### src/logic/bmc_pkg.sv
// Shared constants and carrier types for the biphase-mark line codec.
// Assumes a 40 MHz core clock and one configuration-channel pin pair.
package bmc_pkg;

    // ------------------------------------------------------------
    // Timing
    // ------------------------------------------------------------
    localparam int CLK_HZ          = 40_000_000;
    localparam int BIT_RATE_HZ     = 300_000;
    localparam int HALF_CELL_CYC   = CLK_HZ / (2 * BIT_RATE_HZ);
    localparam int CNT_W           = 8;
    // Receive thresholds in core cycles, relative to one half cell.
    localparam logic [CNT_W-1:0] RX_MIN_HALF = CNT_W'(HALF_CELL_CYC / 2);
    localparam logic [CNT_W-1:0] RX_SPLIT    = CNT_W'((HALF_CELL_CYC * 3) / 2);
    localparam logic [CNT_W-1:0] RX_MAX_FULL = CNT_W'(HALF_CELL_CYC * 3);
    localparam int PRE_LOW_CYC     = HALF_CELL_CYC;
    localparam int FIFO_DEPTH      = 16;

    // ------------------------------------------------------------
    // Types
    // ------------------------------------------------------------
    typedef struct packed {
        logic bit_val;   // Encoded bit value.
        logic last;      // Final bit of the message.
    } tx_bit_t;

    typedef struct packed {
        logic in_val;    // Sampled level from the line.
        logic out_val;   // Level to drive.
        logic out_en;    // High while this end drives.
    } line_pin_t;

endpackage : bmc_pkg

### src/logic/bit_fifo.sv
// Parameterised first-in first-out buffer with valid and ready on both sides.
// Assumes a single clock, synchronous active high reset and a clock enable.
`timescale 1ns/10ps
`default_nettype none
module bit_fifo #(
    parameter int WIDTH = 2,
    parameter int DEPTH = 16
) (
    input  wire logic             clk_in,      // Core clock.
    input  wire logic             srst_in,     // Synchronous reset.
    input  wire logic             ce_in,       // Clock enable.
    input  wire logic [WIDTH-1:0] wr_data_in,  // Write word.
    input  wire logic             wr_valid_in, // Write request.
    output logic                  wr_ready_out,// Room for a word.
    output logic [WIDTH-1:0]      rd_data_out, // Head word.
    output logic                  rd_valid_out,// Head word present.
    input  wire logic             rd_ready_in  // Head word taken.
);
    localparam int AW = $clog2(DEPTH);

    logic [WIDTH-1:0] mem_q [DEPTH];
    logic [AW-1:0]    wp_q;
    logic [AW-1:0]    rp_q;
    logic [AW:0]      cnt_q;
    logic             push;
    logic             pop;

    // Handshakes derived from the fill count.
    assign wr_ready_out = (cnt_q != (AW+1)'(DEPTH));
    assign rd_valid_out = (cnt_q != '0);
    assign rd_data_out  = mem_q[rp_q];
    assign push         = ce_in && wr_valid_in && wr_ready_out;
    assign pop          = ce_in && rd_ready_in && rd_valid_out;

    // Storage array write.
    always_ff @(posedge clk_in) begin
        if (push) begin
            mem_q[wp_q] <= wr_data_in;
        end
    end

    // Pointers and fill count.
    always_ff @(posedge clk_in) begin
        if (srst_in) begin
            wp_q  <= '0;
            rp_q  <= '0;
            cnt_q <= '0;
        end else begin
            if (push) begin
                wp_q <= (wp_q == AW'(DEPTH-1)) ? '0 : wp_q + 1'b1;
            end
            if (pop) begin
                rp_q <= (rp_q == AW'(DEPTH-1)) ? '0 : rp_q + 1'b1;
            end
            if (push && !pop) begin
                cnt_q <= cnt_q + 1'b1;
            end else if (pop && !push) begin
                cnt_q <= cnt_q - 1'b1;
            end
        end
    end

    AST_FIFO_NO_OVERFLOW: assert property (@(posedge clk_in) disable iff (srst_in)
        cnt_q <= (AW+1)'(DEPTH)) else $error("FIFO count above depth.");

endmodule : bit_fifo
`default_nettype wire

### src/logic/bmc_rx.sv
// Biphase-mark receiver that times transitions between line edges.
// Assumes the line level is synchronous to the core clock.
`timescale 1ns/10ps
`default_nettype none
module bmc_rx
    import bmc_pkg::*;
(
    input  wire logic clk_in,       // Core clock.
    input  wire logic srst_in,      // Synchronous reset.
    input  wire logic ce_in,        // Clock enable.
    input  wire logic enable_in,    // Receive allowed.
    input  wire logic line_in,      // Line level.
    output logic      bit_out,      // Decoded bit.
    output logic      bit_vld_out   // One-cycle pulse per bit.
);
    logic             prev_q;
    logic [CNT_W-1:0] cnt_q;
    logic             half_q;
    logic             edge_seen;

    assign edge_seen = (line_in != prev_q);

    // Interval timing and decision.
    always_ff @(posedge clk_in) begin
        if (srst_in) begin
            prev_q      <= 1'b0;
            cnt_q       <= '0;
            half_q      <= 1'b0;
            bit_out     <= 1'b0;
            bit_vld_out <= 1'b0;
        end else if (ce_in) begin
            prev_q      <= line_in;
            bit_vld_out <= 1'b0;
            if (!enable_in) begin
                cnt_q  <= '0;
                half_q <= 1'b0;
            end else if (edge_seen) begin
                cnt_q <= '0;
                if (cnt_q < RX_MIN_HALF || cnt_q > RX_MAX_FULL) begin
                    half_q <= 1'b0;                              // Glitch or idle gap.
                end else if (cnt_q < RX_SPLIT) begin
                    if (half_q) begin
                        bit_out     <= 1'b1;
                        bit_vld_out <= 1'b1;
                        half_q      <= 1'b0;
                    end else begin
                        half_q <= 1'b1;
                    end
                end else begin
                    bit_out     <= 1'b0;
                    bit_vld_out <= 1'b1;
                    half_q      <= 1'b0;
                end
            end else if (cnt_q != {CNT_W{1'b1}}) begin
                cnt_q <= cnt_q + 1'b1;
            end
        end
    end

    AST_RX_PULSE: assert property (@(posedge clk_in) disable iff (srst_in)
        bit_vld_out |=> !bit_vld_out) else $error("Receive pulse lasted two cycles.");

endmodule : bmc_rx
`default_nettype wire

### src/logic/pd_bmc_line_codec.sv
// Biphase-mark line codec with tri-state driver control for the CC wire pair.
// Assumes a protocol engine supplies bits with a last marker and consumes bits.
`timescale 1ns/10ps
`default_nettype none
module pd_bmc_line_codec
    import bmc_pkg::*;
#(
    parameter int HALF_CYC  = HALF_CELL_CYC,
    parameter int DEPTH     = FIFO_DEPTH
) (
    input  wire logic  clk_in,        // Core clock, 40 MHz.
    input  wire logic  srst_in,       // Synchronous reset.
    input  wire logic  ce_in,         // Clock enable.
    input  wire logic  orient_b_in,   // High selects cc_line_b.
    input  wire logic  tx_bit_in,     // Bit to send.
    input  wire logic  tx_last_in,    // Bit is the last of the message.
    input  wire logic  tx_valid_in,   // Bit offered.
    output logic       tx_ready_out,  // Bit accepted.
    output logic       tx_busy_out,   // Message in progress.
    output logic       rx_bit_out,    // Received bit.
    output logic       rx_valid_out,  // Received bit pulse.
    input  wire logic  cc_line_a_in,  // Level on cc_line_a.
    output logic       cc_line_a_out, // Drive level for cc_line_a.
    output logic       cc_line_a_oe_out, // Drive enable for cc_line_a.
    input  wire logic  cc_line_b_in,  // Level on cc_line_b.
    output logic       cc_line_b_out, // Drive level for cc_line_b.
    output logic       cc_line_b_oe_out  // Drive enable for cc_line_b.
);
    import bmc_pkg::*;

    // ------------------------------------------------------------
    // Types and storage
    // ------------------------------------------------------------
    typedef enum logic [2:0] {ST_IDLE, ST_LEAD, ST_FIRST, ST_SECOND, ST_CLOSE, ST_TAIL} tx_st_t;

    tx_st_t           st_q;
    logic [CNT_W-1:0] tmr_q;
    logic             lvl_q;
    logic             drv_q;
    logic             sel_b_q;
    tx_bit_t          cur_q;
    tx_bit_t          wr_word;
    tx_bit_t          rd_word;
    logic             rd_valid;
    logic             rd_ready;
    logic             tmr_done;
    line_pin_t        sel_pin;
    logic             rx_enable;
    logic [CNT_W-1:0] lead_len_q;

    // ------------------------------------------------------------
    // Bit buffer between the protocol engine and the encoder
    // ------------------------------------------------------------
    // One assignment packs the offered bit and its end-of-message marker.
    assign wr_word = '{bit_val: tx_bit_in, last: tx_last_in};

    bit_fifo #(
        .WIDTH ($bits(tx_bit_t)),
        .DEPTH (DEPTH)
    ) u_fifo (
        .clk_in       (clk_in),
        .srst_in      (srst_in),
        .ce_in        (ce_in),
        .wr_data_in   (wr_word),
        .wr_valid_in  (tx_valid_in),
        .wr_ready_out (tx_ready_out),
        .rd_data_out  (rd_word),
        .rd_valid_out (rd_valid),
        .rd_ready_in  (rd_ready)
    );

    // ------------------------------------------------------------
    // Encoder state machine
    // ------------------------------------------------------------
    assign tmr_done = (tmr_q == '0);
    // A bit is taken only at a cell boundary; an empty buffer mid-message stalls the encoder.
    assign rd_ready = ((st_q == ST_LEAD) || (st_q == ST_SECOND)) && tmr_done && !cur_q.last;

    // Sequencing of lead-in, bit halves, closing edge and release.
    always_ff @(posedge clk_in) begin
        if (srst_in) begin
            st_q    <= ST_IDLE;
            tmr_q   <= '0;
            lvl_q   <= 1'b0;
            drv_q   <= 1'b0;
            sel_b_q <= 1'b0;
            cur_q   <= '0;
        end else if (ce_in) begin
            if (!tmr_done) begin
                tmr_q <= tmr_q - 1'b1;
            end
            unique case (st_q)
                ST_IDLE: begin
                    if (rd_valid) begin
                        st_q    <= ST_LEAD;
                        sel_b_q <= orient_b_in;
                        lvl_q   <= 1'b0;
                        drv_q   <= 1'b1;
                        cur_q   <= '0;
                        tmr_q   <= CNT_W'(HALF_CYC - 1);
                    end
                end
                ST_LEAD, ST_SECOND: begin
                    if (tmr_done) begin
                        if (cur_q.last) begin
                            st_q  <= ST_CLOSE;
                            lvl_q <= ~lvl_q;
                            tmr_q <= CNT_W'(HALF_CYC - 1);
                        end else if (rd_valid) begin
                            st_q  <= ST_FIRST;
                            cur_q <= rd_word;
                            lvl_q <= ~lvl_q;
                            tmr_q <= CNT_W'(HALF_CYC - 1);
                        end
                    end
                end
                ST_FIRST: begin
                    if (tmr_done) begin
                        st_q  <= ST_SECOND;
                        lvl_q <= lvl_q ^ cur_q.bit_val;
                        tmr_q <= CNT_W'(HALF_CYC - 1);
                    end
                end
                ST_CLOSE: begin
                    if (tmr_done) begin
                        st_q  <= ST_TAIL;
                        drv_q <= 1'b0;
                    end
                end
                ST_TAIL: begin
                    st_q  <= ST_IDLE;
                    cur_q <= '0;
                    lvl_q <= 1'b0;
                end
                default: begin
                    st_q  <= ST_IDLE;
                    drv_q <= 1'b0;
                    lvl_q <= 1'b0;
                end
            endcase
        end
    end

    // ------------------------------------------------------------
    // Pin steering
    // ------------------------------------------------------------
    // Only the oriented line is driven; the other enable stays low.
    assign cc_line_a_out    = lvl_q;
    assign cc_line_b_out    = lvl_q;
    assign cc_line_a_oe_out = drv_q && !sel_b_q;
    assign cc_line_b_oe_out = drv_q && sel_b_q;
    assign tx_busy_out      = (st_q != ST_IDLE);

    // The selected pin is gathered in one assignment so the struct has a single driver.
    assign sel_pin = '{in_val:  (orient_b_in ? cc_line_b_in : cc_line_a_in),
                       out_val: lvl_q,
                       out_en:  drv_q};
    // Receiving is held off while this end drives, so only the far party is heard.
    assign rx_enable       = !sel_pin.out_en && (st_q == ST_IDLE);

    // ------------------------------------------------------------
    // Receiver
    // ------------------------------------------------------------
    bmc_rx u_rx (
        .clk_in      (clk_in),
        .srst_in     (srst_in),
        .ce_in       (ce_in),
        .enable_in   (rx_enable),
        .line_in     (sel_pin.in_val),
        .bit_out     (rx_bit_out),
        .bit_vld_out (rx_valid_out)
    );

    // ------------------------------------------------------------
    // Checks
    // ------------------------------------------------------------
    AST_CELL_START_EDGE: assert property (@(posedge clk_in) disable iff (srst_in)
        ce_in && st_q == ST_SECOND && tmr_done && !cur_q.last && rd_valid
        |=> lvl_q != $past(lvl_q)) else $error("Bit cell began without an edge.");
    AST_MID_EDGE_ONE: assert property (@(posedge clk_in) disable iff (srst_in)
        ce_in && st_q == ST_FIRST && tmr_done
        |=> lvl_q == ($past(lvl_q) ^ $past(cur_q.bit_val))) else $error("Mid cell edge wrong.");
    AST_LEAD_LOW: assert property (@(posedge clk_in) disable iff (srst_in)
        st_q == ST_IDLE ##1 st_q == ST_LEAD |-> !lvl_q && drv_q) else $error("Lead-in not low.");
    AST_CLOSE_EDGE: assert property (@(posedge clk_in) disable iff (srst_in)
        $rose(st_q == ST_CLOSE) |-> lvl_q != $past(lvl_q)) else $error("No closing edge.");
    AST_IDLE_HIZ: assert property (@(posedge clk_in) disable iff (srst_in)
        st_q == ST_IDLE |-> !cc_line_a_oe_out && !cc_line_b_oe_out) else $error("Driving while idle.");
    AST_ONE_LINE: assert property (@(posedge clk_in) disable iff (srst_in)
        !(cc_line_a_oe_out && cc_line_b_oe_out)) else $error("Both lines driven.");
    AST_NO_RX_WHILE_TX: assert property (@(posedge clk_in) disable iff (srst_in)
        drv_q |-> !rx_enable) else $error("Receiver live while driving.");
    AST_RELEASE: assert property (@(posedge clk_in) disable iff (srst_in)
        st_q == ST_TAIL |-> !drv_q ##1 st_q == ST_IDLE) else $error("Driver not released.");

    // ------------------------------------------------------------
    // Check helpers
    // ------------------------------------------------------------
    // Counts enabled cycles spent in the low lead-in, so its length can be checked
    // without a long repetition in a property. It saturates so a stuck state cannot wrap.
    always_ff @(posedge clk_in) begin
        if (srst_in) begin
            lead_len_q <= '0;
        end else if (ce_in) begin
            if (st_q != ST_LEAD) begin
                lead_len_q <= '0;
            end else if (lead_len_q != {CNT_W{1'b1}}) begin
                lead_len_q <= lead_len_q + 1'b1;
            end
        end
    end

    // ------------------------------------------------------------
    // Further checks
    // ------------------------------------------------------------
    // The low lead-in lasts exactly one half cell before the first cell edge.
    AST_LEAD_LENGTH: assert property (@(posedge clk_in) disable iff (srst_in)
        ce_in && st_q == ST_LEAD && tmr_done
        |-> lead_len_q == CNT_W'(HALF_CYC - 1)) else $error("Lead-in length wrong.");

    // The level only moves at a half-cell boundary, never while the timer runs.
    AST_HOLD_MID_HALF: assert property (@(posedge clk_in) disable iff (srst_in)
        ce_in && !tmr_done && st_q != ST_IDLE
        |=> lvl_q == $past(lvl_q)) else $error("Level moved inside a half cell.");

    // A frozen clock enable keeps the encoder exactly where it was.
    AST_CE_FREEZE: assert property (@(posedge clk_in) disable iff (srst_in)
        !ce_in |=> st_q == $past(st_q) && lvl_q == $past(lvl_q) && drv_q == $past(drv_q))
        else $error("Encoder moved while frozen.");

    // The chosen line cannot swap while a message is on the wire.
    AST_SEL_STABLE: assert property (@(posedge clk_in) disable iff (srst_in)
        drv_q && $past(drv_q) |-> sel_b_q == $past(sel_b_q)) else $error("Line swapped mid message.");

    // Whenever this end drives, the engine sees a message in progress.
    AST_BUSY_DRIVE: assert property (@(posedge clk_in) disable iff (srst_in)
        drv_q |-> tx_busy_out) else $error("Driving without busy.");

    // The idle level is low, so the next lead-in starts from a known state.
    AST_IDLE_LOW: assert property (@(posedge clk_in) disable iff (srst_in)
        st_q == ST_IDLE |-> !lvl_q) else $error("Idle level not low.");

    // The driver lets go only on the way out of a message, after the closing edge.
    AST_DRIVE_ENDS: assert property (@(posedge clk_in) disable iff (srst_in)
        $fell(drv_q) |-> st_q == ST_TAIL) else $error("Driver released early.");

    COV_MSG_START: cover property (@(posedge clk_in) st_q == ST_IDLE ##1 st_q == ST_LEAD);
    COV_ONE_BIT: cover property (@(posedge clk_in) st_q == ST_FIRST && cur_q.bit_val);
    COV_CLOSE: cover property (@(posedge clk_in) st_q == ST_CLOSE);
    COV_RX_BIT: cover property (@(posedge clk_in) rx_valid_out);

endmodule : pd_bmc_line_codec
`default_nettype wire

### config.mk
export PLATFORM = sky130hd
export DESIGN_NAME = pd_bmc_line_codec
export DESIGN_NICKNAME = d
export VERILOG_FILES = /design/src/logic/bmc_pkg.sv /design/src/logic/bit_fifo.sv /design/src/logic/bmc_rx.sv /design/src/logic/pd_bmc_line_codec.sv
export SDC_FILE = /design/constraint.sdc
export NUM_CORES = 1
export LEC_CHECK = 0
export ABC_AREA = 0
export BUFFER_PORTS_ARGS = -buffer_cell sky130_fd_sc_hd__clkbuf_2
export CORE_MARGIN = 4
export CORE_UTILIZATION = 56
export DETAILED_ROUTE_END_ITERATION = 8
export HOLD_SLACK_MARGIN = 0.15
export PLACE_DENSITY_LB_ADDON = 0.1
export SLEW_MARGIN = 20
export SYNTH_ARGS = -nofsm -noshare
export SYNTH_HDL_FRONTEND = slang
export SYNTH_SLANG_ARGS = --single-unit
export TNS_END_PERCENT = 20
### constraint.sdc
create_clock -name clk_in -period 6.35 [get_ports clk_in]
set_input_delay 0.635 -clock clk_in [delete_from_list [all_inputs] [get_ports clk_in]]
set_output_delay 0.635 -clock clk_in [all_outputs]
set_load 0.1 [all_outputs]
==> flow_metrics.env <==
export IMPL_drtIter0Drc=237
export IMPL_max_ir_drop_vdd_mv=0.285
export IMPL_number_of_enable_type_register_cells_in_the_synthesized_netlist=32
export IMPL_synth_avg_cell_area_um2=9.79
export IMPL_worst_slew_margin_relative_to_its_limit_pct=46.0
export IMPL_grt_first_pass_wirelength_um=13600
export IMPL_vias_per_cell=6.16
export IMPL_critical_path_max_fanout=32
export IMPL_synth_seq_cells=77
export IMPL_fin_setup_tns_ns=0
export IMPL_place_area_mm2=0.00394
export IMPL_run_status="complete, no violations"
export IMPL_core_area_mm2=0.00649
export IMPL_worst_hold_path_num_cells=2
export IMPL_diodes=0
export IMPL_worstSetupStartpointType="primary input"
export IMPL_critPathSlowestCell="sky130_fd_sc_hd__or4_4"
export IMPL_cp_data_arrival_time_ns=3.70
export IMPL_clkLatencyLatePin_ns=0.35
export IMPL_timing_final_max_slew_violations=0
export IMPL_path_depth=11
export IMPL_synth_flop_cell="sky130_fd_sc_hd__dfxtp_1"
export IMPL_critPathTopFamily="simple AND/OR/NAND/NOR gates"
export IMPL_post_cts_setup_buffers=0
export IMPL_fmax_mhz=289
export IMPL_hold_buffers=0
export IMPL_htreeDepth=3
export IMPL_layout_nets=425
export IMPL_syn2layout_area_growth_pct=7.48
export IMPL_drt_drc_violations_left=0
export IMPL_cpMostUsedCell="sky130_fd_sc_hd__ha_1"
export IMPL_power_leakage_nw=1.43
export IMPL_fin_crit_sh_pct=54.4
export IMPL_critical_path_data_required_time_ns=6.59
export IMPL_synth_seq_area_share_pct=48.4
export IMPL_total_of_endpoints_with_negative_setup_slack_in_the_final_report=0
export IMPL_post_cts_resized_instances=0
export IMPL_hpwlAfterDp_um=5510
export IMPL_first_global_vias=2779
export IMPL_fp_dieArea_mm2=0.00826
export IMPL_final_min_clock_period_ns=3.46
export IMPL_yosys_cell_types_count=61
export IMPL_die_height_um=90.9
export IMPL_grt_start_max_net_pins=40
export IMPL_finalHoldViolCount=0
export IMPL_postSynthCellCount=393
export IMPL_fin_worst_skew_ns=0.00586
export IMPL_initial_antenna_violation_count=0
export IMPL_floorplan_io_pins=17
export IMPL_yosysWarningCount=0
export IMPL_reg2regPathDepth=13
export IMPL_hold_class="reg -> reg"
export IMPL_design_area_mm2=0.00414
export IMPL_dr_total_vias=2971
export IMPL_drive_above_1_share_pct=11.9
export IMPL_async_flop_share_pct=0
export IMPL_route_final_wire_length_um=7900
export IMPL_postSynthNetCount=418
export IMPL_place_gp_congestion=0.814
export IMPL_groute_usage_overall_pct=20.3
export IMPL_num_fill_cells=527
export IMPL_cts_buffer_depth=2
export IMPL_maxCapViolCount=0
export IMPL_antenna_viol_nets_final=0
export IMPL_power_density_mw_per_mm2=361
export IMPL_drt_pass1_iterations=5
export IMPL_floorplan_die_width_um=90.9
export IMPL_r2r_slack_ns=2.91
export IMPL_cts_tree="done"
export IMPL_cts_num_sinks=77
export IMPL_syn_area_mm2=0.00385
export IMPL_max_stage_delay_ns=0.58
export IMPL_setup_repair_after_global_routing_missed_its_margin="false"
export IMPL_wl_per_cell_um=16.4
export IMPL_std_cell_rows=29
export IMPL_worst_slew_pin_transition_ns=0.810
export IMPL_timing_critical_path_cells="clkbuf_2, o21ai_1, or4_4, ha_1, inv_1, ha_1, nor2b_1, o21a_1, or3_1, a21oi_1, mux2_2"
export IMPL_crit_type="in -> reg"
export IMPL_starting_density_of_the_core_pct=59.2
export IMPL_clkSlewWorstSetupHoldPaths_ns=0.08
export IMPL_global_route_overflow_total=0
export IMPL_path_buf_inv=2
export IMPL_numCtsBuffers=9
export IMPL_io_buffer_count=16
export IMPL_endpoint_kind="register"
export IMPL_clock_tree_root_cell="sky130_fd_sc_hd__clkbuf_8"
-- metrics by stage --
stage / util (%) / hold slack, ns / std cells / power [mW] / worst slack [ns]
after floorplan: - / 0.463 / 393 / 1.03 / 3.12
after global placement: 60.6 / 0.459 / 466 / 1.12 / 2.64
after detailed placement: 60.6 / 0.464 / 466 / 1.13 / 2.55
after CTS: 63.7 / 0.477 / 482 / 1.50 / 2.90
after global routing: 63.7 / 0.499 / 482 / 1.59 / 2.73
final: 63.7 / 0.479 / 482 / 1.49 / 2.89
-- cells by family (layout without fill, tap and decap cells) --
group | count (synthesis) | count (layout) | share of synthesized area, %
flip-flops | 77 | 77 | 48.4
XOR/XNOR | 9 | 9 | 2.05
AND/OR/NAND/NOR | 151 | 151 | 19.6
multiplexers | 13 | 13 | 6.02
AO/OA/AOI/OAI | 88 | 88 | 14.3
buffers and inverters | 39 | 51 | 4.19
adder cells (fa/ha/maj) | 16 | 16 | 5.40
-- routing by layer --
| layer | global-route usage, % | routed length, um | vias up | part of all wire, % |
|---|---|---|---|---|
| met3 | 3.08 | 399 | 7 | 5.1 |
| met5 | 0 | 0 | - | 0 |
| li1 | - | - | 1452 | - |
| met1 | 29.5 | 3750 | 1424 | 47 |
| met2 | 31.0 | 3670 | 88 | 46 |
| met4 | 6.78 | 88 | 0 | 1.1 |
-- final cells by class --
cell class              count  area [um2]  area share, %
clock buffers               9         124           3.00
clock inverters             7        75.1           1.82
inverters                  19        73.8           1.79
multi-input cells         277        1820           44.1
flip-flops and latches     77        1860           45.0
well taps                  77        96.3           2.33
repair buffers             16        80.1           1.94
-- worst paths after layout --
path / startpoint / to
hold reg to reg: u_rx.bit_vld_out / u_rx.bit_vld_out
setup / recovery: ce_in / u_fifo.cnt_q[4]
setup reg to reg: tmr_q[0] / u_fifo.cnt_q[4]
hold / removal: u_rx.bit_vld_out / u_rx.bit_vld_out
-- synthesized netlist by cell type (all sizes together), types with 5 or more instances --
master,count,area share [%]
buf,5,0.81
edfxtp,32,25
nand2b,7,1.1
inv,19,1.9
nand3,9,1.2
nand2,38,3.7
dfxtp,45,23
a211oi,5,0.98
nor2b,6,0.98
ha,15,4.9
nand4,5,0.81
a21oi,27,3.5
nor3,11,1.7
or4,5,1.1
nor2,46,4.5
nor4,5,0.81
clkbuf,15,1.5
xor2,6,1.4
mux4,8,4.7
or3,5,0.81
a31oi,5,0.81
o21ai,25,3.3
-- worst min-delay path, delay by kind of cell (launching register included) --
kind | cells | cell delay [ns]
flip-flops | 1 | 0.32
AO/OA/AOI/OAI | 1 | 0.06
AND/OR/NAND/NOR | 1 | 0.06
-- placed cells by master, fill, tap and decap left out, types with 2 or more instances in the layout --
cell	count
sky130_fd_sc_hd__nand4_1	5
sky130_fd_sc_hd__xnor2_1	3
sky130_fd_sc_hd__o32ai_1	3
sky130_fd_sc_hd__dfxtp_1	45
sky130_fd_sc_hd__a311o_1	2
sky130_fd_sc_hd__nor4b_1	2
sky130_fd_sc_hd__nor2b_1	6
sky130_fd_sc_hd__o21bai_1	2
sky130_fd_sc_hd__clkbuf_2	16
sky130_fd_sc_hd__o21ai_1	4
sky130_fd_sc_hd__mux4_2	8
sky130_fd_sc_hd__nand2b_1	7
sky130_fd_sc_hd__and3_1	2
sky130_fd_sc_hd__inv_1	18
sky130_fd_sc_hd__nand2_1	38
sky130_fd_sc_hd__o21ai_0	21
sky130_fd_sc_hd__or3_1	5
sky130_fd_sc_hd__nand3_1	9
sky130_fd_sc_hd__nor3_1	9
sky130_fd_sc_hd__mux2i_1	4
sky130_fd_sc_hd__xor2_1	6
sky130_fd_sc_hd__clkbuf_8	9
sky130_fd_sc_hd__a21oi_1	27
sky130_fd_sc_hd__nor3_2	2
sky130_fd_sc_hd__edfxtp_1	32
sky130_fd_sc_hd__o31ai_1	2
sky130_fd_sc_hd__o211ai_1	3
sky130_fd_sc_hd__nor4_1	5
sky130_fd_sc_hd__or4_1	4
sky130_fd_sc_hd__a311oi_1	2
sky130_fd_sc_hd__nor2_1	46
sky130_fd_sc_hd__clkinv_4	2
sky130_fd_sc_hd__a31oi_1	5
sky130_fd_sc_hd__and2_1	2
sky130_fd_sc_hd__a41oi_1	2
sky130_fd_sc_hd__ha_1	15
sky130_fd_sc_hd__a211oi_1	5
-- flip-flops by register name (all words and copies together), names as in the netlist, named ones only --
name / count
u_fifo.mem_q: 32
tmr_q: 8
u_rx.cnt_q: 8
u_fifo.cnt_q: 5
u_fifo.rp_q: 4
u_fifo.wp_q: 4
st_q: 3
cur_q: 2
cc_line_a_out: 1
drv_q: 1
sel_b_q: 1
u_rx.bit_out: 1
u_rx.bit_vld_out: 1
u_rx.half_q: 1
u_rx.prev_q: 1
-- power breakdown --
| part | switching (mW) | internal (mW) |
|---|---|---|
| sequential | 0.0624 | 0.559 |
| clock | 0.189 | 0.184 |
| combinational | 0.318 | 0.180 |
| total | 0.570 | 0.923 |
Note: power is estimated with default switching activity, not from simulation.
